<file path="config.mk">
export PLATFORM = sky130hd
export DESIGN_NAME = rt_subaddress_buffer_manager
export DESIGN_NICKNAME = d
export VERILOG_FILES = /design/src/rt_subaddress_buffer_manager.v
export VERILOG_INCLUDE_DIRS = /design/src /design/src/src
export SDC_FILE = /design/constraint.sdc
export NUM_CORES = 1
export LEC_CHECK = 0
export BUFFER_PORTS_ARGS = -buffer_cell sky130_fd_sc_hd__buf_4
export CAP_MARGIN = 20
export CORE_UTILIZATION = 46
export CTS_CLUSTER_SIZE = 16
export DETAILED_ROUTE_END_ITERATION = 8
export GPL_TIMING_DRIVEN = 0
export PLACE_DENSITY = 0.71
export RECOVER_POWER = 50
export SYNTH_ARGS = -nofsm -noshare
export SYNTH_HDL_FRONTEND = slang
export SYNTH_SLANG_ARGS = --single-unit
</file>
<file path="constraint.sdc">
create_clock -name clk_i -period 3.3 [get_ports clk_i]
set_clock_uncertainty 0.05 [all_clocks]
set_input_delay 0.33 -clock clk_i [delete_from_list [all_inputs] [get_ports clk_i]]
set_output_delay 0.33 -clock clk_i [all_outputs]
set_load 0.1 [all_outputs]
</file>
<file path="src/rt_sa_buf_regs.vh">
// Purpose: constants for the subaddress buffer manager
// Assumes: 16-bit shared RAM words, word addressed
// Notes: register offsets are word indices on the plain register port
`ifndef RT_SA_BUF_REGS_VH
`define RT_SA_BUF_REGS_VH
// register port offsets
`define REG_CONFIG 4'h0
`define REG_STATUS 4'h1
`define REG_CLEAR 4'h2
`define REG_ENABLE 4'h3
// config bits
`define CFG_AREA_B 0
`define CFG_KEEP_INVALID 1
`define CFG_BCST_SEP 2
`define CFG_RESET 3'h0
// status / enable bit positions
`define EV_EOM 0
`define EV_MSG_ERR 1
`define EV_SA_INT 2
`define EV_CIRC_ROLL 3
`define EV_MODE_CODE 4
`define EV_STACK_ROLL 5
`define EV_WIDTH 6
`define EN_RESET 6'h00
// lookup table areas and sections
`define LUT_AREA_A 16'h0140
`define LUT_AREA_B 16'h01C0
`define LUT_RX_OFS 16'h0000
`define LUT_TX_OFS 16'h0020
`define LUT_BCST_OFS 16'h0040
`define LUT_CW_OFS 16'h0060
// descriptor word that receives the lookup entry
`define DESC_PTR_OFS 16'h0002
// subaddress control word fields
`define CW_TX_SCH 2:0
`define CW_RX_SCH 5:3
`define CW_BC_SCH 8:6
`define CW_SA_INT 14
`define CW_DBL_EN 15
// scheme codes, smallest circular buffer, double buffer toggle bit
`define SCH_SINGLE 3'h0
`define CIRC_MIN_MASK 16'h007F
`define DBL_TOGGLE_BIT 5
`endif

</file>
<file path="src/rt_subaddress_buffer_manager.v">
// Purpose: per-subaddress data buffer management for a 1553 remote terminal
// Assumes: one clock; RAM answers a read with data in the next cycle
// Notes: the protocol engine frames each message with start and end pulses
//
// The plain strobed port and the placing of the registers are this design's own decisions.
`timescale 1ns/10ps
`include "rt_sa_buf_regs.vh"
module rt_subaddress_buffer_manager (
   // clock and reset
   input wire clk_i,
   input wire rst_n_i,
   // register port
   input wire [3:0] reg_addr_i,
   input wire [15:0] reg_wdata_i,
   input wire reg_wr_i,
   input wire reg_rd_i,
   output reg [15:0] reg_rdata_o,
   output wire irq_o,
   // protocol engine message framing
   input wire msg_start_i,
   input wire tx_i,
   input wire bcst_i,
   input wire [4:0] subaddr_i,
   input wire [15:0] desc_base_i,
   input wire msg_end_i,
   input wire msg_valid_i,
   input wire mode_code_int_i,
   input wire stack_roll_i,
   // protocol engine data words
   output wire word_ready_o,
   input wire word_req_i,
   input wire [15:0] word_wdata_i,
   output reg [15:0] word_rdata_o,
   output reg word_rvalid_o,
   // shared RAM port
   output reg [15:0] mem_addr_o,
   output reg [15:0] mem_wdata_o,
   output reg mem_wr_o,
   output reg mem_rd_o,
   input wire [15:0] mem_rdata_i
);

// sequencer states
localparam S_IDLE = 3'h0;
localparam S_RD_PTR = 3'h1;
localparam S_RD_CW = 3'h2;
localparam S_CAP_PTR = 3'h3;
localparam S_CAP_CW = 3'h4;
localparam S_ACTIVE = 3'h5;
localparam S_WB = 3'h6;

reg [2:0] state_reg; // sequencer state
reg [2:0] cfg_reg; // area, keep-on-invalid, broadcast split
reg [5:0] status_reg; // sticky events
reg [5:0] enable_reg; // interrupt enables
reg tx_reg; // message is transmit
reg use_bc_reg; // broadcast section in use
reg [4:0] sa_reg; // addressed subaddress
reg [15:0] desc_reg; // descriptor base of this message
reg [15:0] lut_addr_reg; // address of the pointer entry
reg [15:0] start_ptr_reg; // pointer as fetched
reg [15:0] cur_ptr_reg; // next data word address
reg [15:0] cw_reg; // subaddress control word
reg valid_reg; // message ended valid
reg rd_p1_reg; // transmit read in flight
reg rd_p2_reg; // transmit read data due
reg roll_pulse_reg; // circular wrap seen this cycle
reg [5:0] ev_set; // events this cycle
reg [15:0] sect_ofs; // lookup section offset
reg [15:0] lut_addr_next; // pointer entry address
wire [15:0] area_base; // active lookup area
wire [2:0] scheme; // scheme of this message
wire circ; // circular mode selected
wire dbl; // double buffering applies
wire [15:0] size_mask; // offset bits of circular buffer
wire [15:0] inc_ptr; // pointer plus one
wire [15:0] adv_ptr; // advanced pointer
wire wrap_now; // offset at its last word
wire do_word; // data word taken now
wire wb_write; // pointer is rewritten

// active area from config
assign area_base = cfg_reg[`CFG_AREA_B] ? `LUT_AREA_B : `LUT_AREA_A;

// section select from direction and broadcast
always @* begin
   if (tx_i) begin
      sect_ofs = `LUT_TX_OFS;
   end else if (bcst_i && cfg_reg[`CFG_BCST_SEP]) begin
      sect_ofs = `LUT_BCST_OFS;
   end else begin
      sect_ofs = `LUT_RX_OFS;
   end
   lut_addr_next = area_base + sect_ofs + {11'h000, subaddr_i};
end

// scheme field for this message direction
assign scheme = tx_reg ? cw_reg[`CW_TX_SCH] :
   (use_bc_reg ? cw_reg[`CW_BC_SCH] : cw_reg[`CW_RX_SCH]);
assign circ = (scheme != `SCH_SINGLE);
// double buffering is ignored on transmit
assign dbl = !circ && !tx_reg && cw_reg[`CW_DBL_EN];
// mask of 128 << (scheme-1) words, minus one
// the largest buffer is 8192 words, so the mask fits 13 bits
assign size_mask = circ ?
   (((`CIRC_MIN_MASK + 16'h0001) << (scheme - 3'h1)) - 16'h0001) :
   16'h0000;
// linear advance, used as is outside circular mode
assign inc_ptr = cur_ptr_reg + 16'h0001;
// keep bits above the size, increment offset modulo size
assign adv_ptr = circ ?
   ((cur_ptr_reg & ~size_mask) | (inc_ptr & size_mask)) : inc_ptr;
assign wrap_now = circ && ((cur_ptr_reg & size_mask) == size_mask);

// data phase open while the sequencer is active
assign word_ready_o = (state_reg == S_ACTIVE);
// a word is taken only while the data phase is open
assign do_word = word_ready_o && word_req_i;

// pointer write decision at message end
// in circular mode a transmit pointer always moves on, even after an error; single-buffer transmit never rewrites it
assign wb_write = circ ?
   (valid_reg || tx_reg || !cfg_reg[`CFG_KEEP_INVALID]) :
   (dbl && valid_reg);

// message sequencer and RAM port
always @(posedge clk_i or negedge rst_n_i) begin
   if (!rst_n_i) begin
      state_reg <= S_IDLE;
      tx_reg <= 1'b0;
      use_bc_reg <= 1'b0;
      sa_reg <= 5'h00;
      desc_reg <= 16'h0000;
      lut_addr_reg <= 16'h0000;
      start_ptr_reg <= 16'h0000;
      cur_ptr_reg <= 16'h0000;
      cw_reg <= 16'h0000;
      valid_reg <= 1'b0;
      mem_addr_o <= 16'h0000;
      mem_wdata_o <= 16'h0000;
      mem_wr_o <= 1'b0;
      mem_rd_o <= 1'b0;
      roll_pulse_reg <= 1'b0;
   end else begin
      // strobes last one cycle by default
      mem_wr_o <= 1'b0;
      mem_rd_o <= 1'b0;
      roll_pulse_reg <= 1'b0;
      case (state_reg)
         S_IDLE: begin
            // latch the framing; it may change once the message runs
            if (msg_start_i) begin
               tx_reg <= tx_i;
               use_bc_reg <= !tx_i && bcst_i && cfg_reg[`CFG_BCST_SEP];
               sa_reg <= subaddr_i;
               desc_reg <= desc_base_i;
               lut_addr_reg <= lut_addr_next;
               state_reg <= S_RD_PTR;
            end
         end
         S_RD_PTR: begin
            // fetch data block pointer
            mem_addr_o <= lut_addr_reg;
            mem_rd_o <= 1'b1;
            state_reg <= S_RD_CW;
         end
         S_RD_CW: begin
            // fetch control word of this subaddress
            mem_addr_o <= area_base + `LUT_CW_OFS + {11'h000, sa_reg};
            mem_rd_o <= 1'b1;
            state_reg <= S_CAP_PTR;
         end
         S_CAP_PTR: begin
            // pointer read answered now, keep it for the descriptor
            start_ptr_reg <= mem_rdata_i;
            cur_ptr_reg <= mem_rdata_i;
            state_reg <= S_CAP_CW;
         end
         S_CAP_CW: begin
            cw_reg <= mem_rdata_i;
            // copy lookup entry into descriptor
            mem_addr_o <= desc_reg + `DESC_PTR_OFS;
            mem_wdata_o <= start_ptr_reg;
            mem_wr_o <= 1'b1;
            state_reg <= S_ACTIVE;
         end
         S_ACTIVE: begin
            // message end wins over a word request in the same cycle
            if (msg_end_i) begin
               valid_reg <= msg_valid_i;
               state_reg <= S_WB;
            end else if (do_word) begin
               // store receive word or fetch transmit word
               mem_addr_o <= cur_ptr_reg;
               mem_wdata_o <= word_wdata_i;
               mem_wr_o <= !tx_reg;
               mem_rd_o <= tx_reg;
               cur_ptr_reg <= adv_ptr;
               roll_pulse_reg <= wrap_now;
            end
         end
         S_WB: begin
            // end, error and subaddress events of this message are raised while in this state
            if (wb_write) begin
               mem_addr_o <= lut_addr_reg;
               // swap blocks or continue contiguously
               mem_wdata_o <= circ ? cur_ptr_reg :
                  (start_ptr_reg ^ (16'h0001 << `DBL_TOGGLE_BIT));
               mem_wr_o <= 1'b1;
            end
            state_reg <= S_IDLE;
         end
         default: begin
            // unused codes fall back to idle
            state_reg <= S_IDLE;
         end
      endcase
   end
end

// transmit read data return, three cycles after the request
always @(posedge clk_i or negedge rst_n_i) begin
   if (!rst_n_i) begin
      rd_p1_reg <= 1'b0;
      rd_p2_reg <= 1'b0;
      word_rdata_o <= 16'h0000;
      word_rvalid_o <= 1'b0;
   end else begin
      rd_p1_reg <= do_word && !msg_end_i && tx_reg;
      rd_p2_reg <= rd_p1_reg;
      word_rvalid_o <= rd_p2_reg;
      // data stay until the next transmit word replaces them
      if (rd_p2_reg) begin
         word_rdata_o <= mem_rdata_i;
      end
   end
end

// event sources
// engine pulses are taken as they come, one cycle each
always @* begin
   ev_set = 6'h00;
   ev_set[`EV_EOM] = (state_reg == S_WB);
   ev_set[`EV_MSG_ERR] = (state_reg == S_WB) && !valid_reg;
   ev_set[`EV_SA_INT] = (state_reg == S_WB) && cw_reg[`CW_SA_INT];
   ev_set[`EV_CIRC_ROLL] = roll_pulse_reg;
   ev_set[`EV_MODE_CODE] = mode_code_int_i;
   ev_set[`EV_STACK_ROLL] = stack_roll_i;
end

// registers: config, sticky status, clear, enable
always @(posedge clk_i or negedge rst_n_i) begin
   if (!rst_n_i) begin
      cfg_reg <= `CFG_RESET;
      status_reg <= 6'h00;
      enable_reg <= `EN_RESET;
      reg_rdata_o <= 16'h0000;
   end else begin
      if (reg_wr_i && reg_addr_i == `REG_CONFIG) begin
         cfg_reg <= reg_wdata_i[2:0];
      end
      if (reg_wr_i && reg_addr_i == `REG_ENABLE) begin
         enable_reg <= reg_wdata_i[5:0];
      end
      // a new event wins over a clear in the same cycle
      if (reg_wr_i && reg_addr_i == `REG_CLEAR) begin
         status_reg <= (status_reg & ~reg_wdata_i[5:0]) | ev_set;
      end else begin
         status_reg <= status_reg | ev_set;
      end
      // read data stands only in the cycle after the strobe
      reg_rdata_o <= 16'h0000;
      // clear register and unmapped indices read as zero
      if (reg_rd_i) begin
         case (reg_addr_i)
            `REG_CONFIG: reg_rdata_o <= {13'h0000, cfg_reg};
            `REG_STATUS: reg_rdata_o <= {10'h000, status_reg};
            `REG_ENABLE: reg_rdata_o <= {10'h000, enable_reg};
            default: reg_rdata_o <= 16'h0000;
         endcase
      end
   end
end

// level interrupt while an enabled event is pending
assign irq_o = |(status_reg & enable_reg);

endmodule

</file>
==> run summary <==
Fmax: 302 MHz
Total grt overflow: 0
Via Count: 6727
#FFs+latches synth: 149
Yosys cell types: 69
N_diodes: 0
Final WL: 22.5 mm
DP Cell Count: 1175
Req. time, crit path: 3.57 ns
FF-to-FF path depth: 12
Die Ht: 132 um
R2R Path Start: use_bc_reg
Netlist Area Pre-Place: 7740 um^2
Hold_sp: stack_roll_i
Worst-case clock buffer depth: 2
Ports: 154
Remaining DRCs: 0
Synth area leader: dfrtp_1
Worst Hold Depth: 2
TritonRoute pass-1 iters: 5
CP Max Fanout: 4
Final setup vio count: 1
Minimum clock period: 3.31 ns
Overall routing resource usage: 0.266
CP Cell Sequence: buf_6 > mux2_4 > mux2_4 > nor2_4 > ha_4 > clkbuf_8 > nand3_2 > ha_4 > o21ai_0 > or4_1 > or4_4 > nor4_4
Max-slew violation count: 68
Fin crit share: 1.00
Std cell rows: 47
Worst hold path type: in -> reg
Ys flop type: dfrtp_1
CTS root buf: clkbuf_16
Hold Vio Cnt, Final: 0
Cts bufs inserted: 17
Nets: 1072
Crit. End Element: flip-flop
H-tree Lvls: 4
Core Box Area: 16500 um^2
Internal reg-to-reg setup slack: -0.01 ns
Non-Filler Instances: 1215
FF+latch area: 3730 um^2
Fill cells: 1510
Max-Cap Viols: 1
RSZ-0062 raised after global routing: yes
Failing checks: capacitance limit, slew limit, setup timing
Max incr delay on CP: 0.51 ns
CTS Sinks: 149
Crit path from: use_bc_reg
ANT nets after route: 0
Worst slew pin tran: 1.76 ns
Routed vias/inst: 5.54
Later-pin clock latency in the skew report: 0.43 ns
Slowest cell on crit path: or4_4
Area occupied by multi-input gates: 3750 um^2
TritonCTS clock tree: yes
Reg2reg end: roll_pulse_reg
Yosys top cell area share: 0.482
Async SR Flop Fraction: 1.00
Most frequent cells in the layout: nand2_1 (158), dfrtp_1 (149), buf_4 (96)
Commonest non-fill, non-tap cell in the layout: nand2_1
First-pass GRT wire length: 35.0 mm
Number of synthesized flops with an enable pin: 0
Seq/Total Area, Yosys: 0.482
Vias in the first global route: 6244
Initial antenna violation count: 1
Detailed-route wire length per cell: 18.5 um
Clk pin slew, worst setup/hold paths: 0.07 ns
Critical path type: reg -> reg
Pin count of the biggest net entering global routing: 83
Hold Path End: status_reg[5]
Ys Warns: 0
Status: finished with violations
Slew margin rel.: -0.175
GPL Wtd Cong: 0.923
Ranking of synthesized cells by area: dfrtp_1 (48%), nand2_1 (7.7%), mux2_2 (7.4%)
PnR worst setup slack: -0.00955 ns
# port buffers: 132
Initial Utilization: 0.468
Synth Instances: 813
Element type at the critical path start: flip-flop
Die area: 17300 um^2
Die W: 132 um
HPWL after DPL: 16.1 mm
DRT iter0 DRCs: 576
CP arrival: 3.58 ns
Share of layout cells above drive strength 1: 0.213
P&R area growth vs syn: 25.1%
Syn Area/Cell: 9.52 um^2
==> repair_timing <==
action	4_1_cts	5_1_grt
setup endpoints to repair	37	21
buffers inserted	6	3
hold endpoints to repair	67	0
hold buffers	1	0
pin swaps	5	4
resized for setup	20	9
==> critical path, delay by kind of cell (launching register included) <==
family | cells | cell delay (ns)
flops | 1 | 0.38
mux | 2 | 0.61
simple gates | 5 | 1.38
buf+inv | 2 | 0.27
fa+ha+maj | 2 | 0.45
compound gates | 1 | 0.06
==> cell usage after synthesis (3+ instances only) <==
cell type	instances
a211o_1	3
a211oi_1	6
a21o_1	7
a21oi_1	39
a22o_1	17
a22oi_1	7
a2bb2oi_1	5
a31oi_1	11
and2_1	3
buf_2	6
buf_4	11
clkbuf_1	40
dfrtp_1	149
ha_1	5
inv_1	33
mux2_2	51
mux2i_1	30
nand2_1	158
nand2b_1	6
nand3_1	21
nand4_1	6
nor2_1	35
nor2b_1	8
nor3_1	21
nor4_1	9
o21ai_0	35
o22ai_1	10
o2bb2ai_1	5
o31ai_1	4
or3_1	3
or4_1	6
xnor2_1	11
xor2_1	6
==> worst max-delay path by stage <==
stage                                  to  cells after the start
after floorplan            roll_pulse_reg                     12
after global placement     roll_pulse_reg                     11
after detailed placement  mem_wdata_o[10]                     12
after CTS                  roll_pulse_reg                     11
after global routing       roll_pulse_reg                     12
final                      roll_pulse_reg                     12
==> area by class of cell <==
class	instances	area share
timing repair buffer	143	0.0912
sequential	149	0.385
clock buffer	18	0.0454
inverter	35	0.0137
multi-input combinational	578	0.387
clock inverter	14	0.0182
buffer	58	0.0306
tap	220	0.0284
==> metal layers <==
| metal | vias up | track usage | wire, um | part of all wire |
|---|---|---|---|---|
| met3 | 41 | 0.0386 | 1330 | 0.059 |
| met2 | 240 | 0.406 | 10300 | 0.46 |
| met5 | - | 0 | 0 | 0 |
| li1 | 3190 | - | - | - |
| met1 | 3256 | 0.389 | 10400 | 0.46 |
| met4 | 0 | 0.0891 | 421 | 0.019 |
==> through the flow <==
step	hold slack (ns)	TNS [ns]	utilization	setup WS, ns	area, um^2
2_1_floorplan	-0.0156	0	-	0.00751	7770
6_report	0.0178	-0.00955	0.586	-0.00955	9680
3_5_place_dp	0.286	-13.24	0.549	-0.707	9070
4_1_cts	0.0115	0	0.595	0.0157	9830
3_3_place_gp	0.285	-14.03	0.547	-0.715	9040
5_1_grt	0.0174	-0.0938	0.586	-0.0938	9680
==> kinds of logic (layout without fill, tap and decap cells) <==
family          after synthesis  after routing  synth area share
simple gates                292            292             0.174
compound gates              173            173             0.150
flops                       149            149             0.482
buf+inv                      95            268            0.0535
mux                          81             81             0.113
xor+xnor                     17             17            0.0192
fa+ha+maj                     5              5           0.00808
other cells                   1             10          0.000485
Power is left out: the tool's default activity adds up to more than one toggle a clock period on the data nets, which glitch-free logic cannot reach.
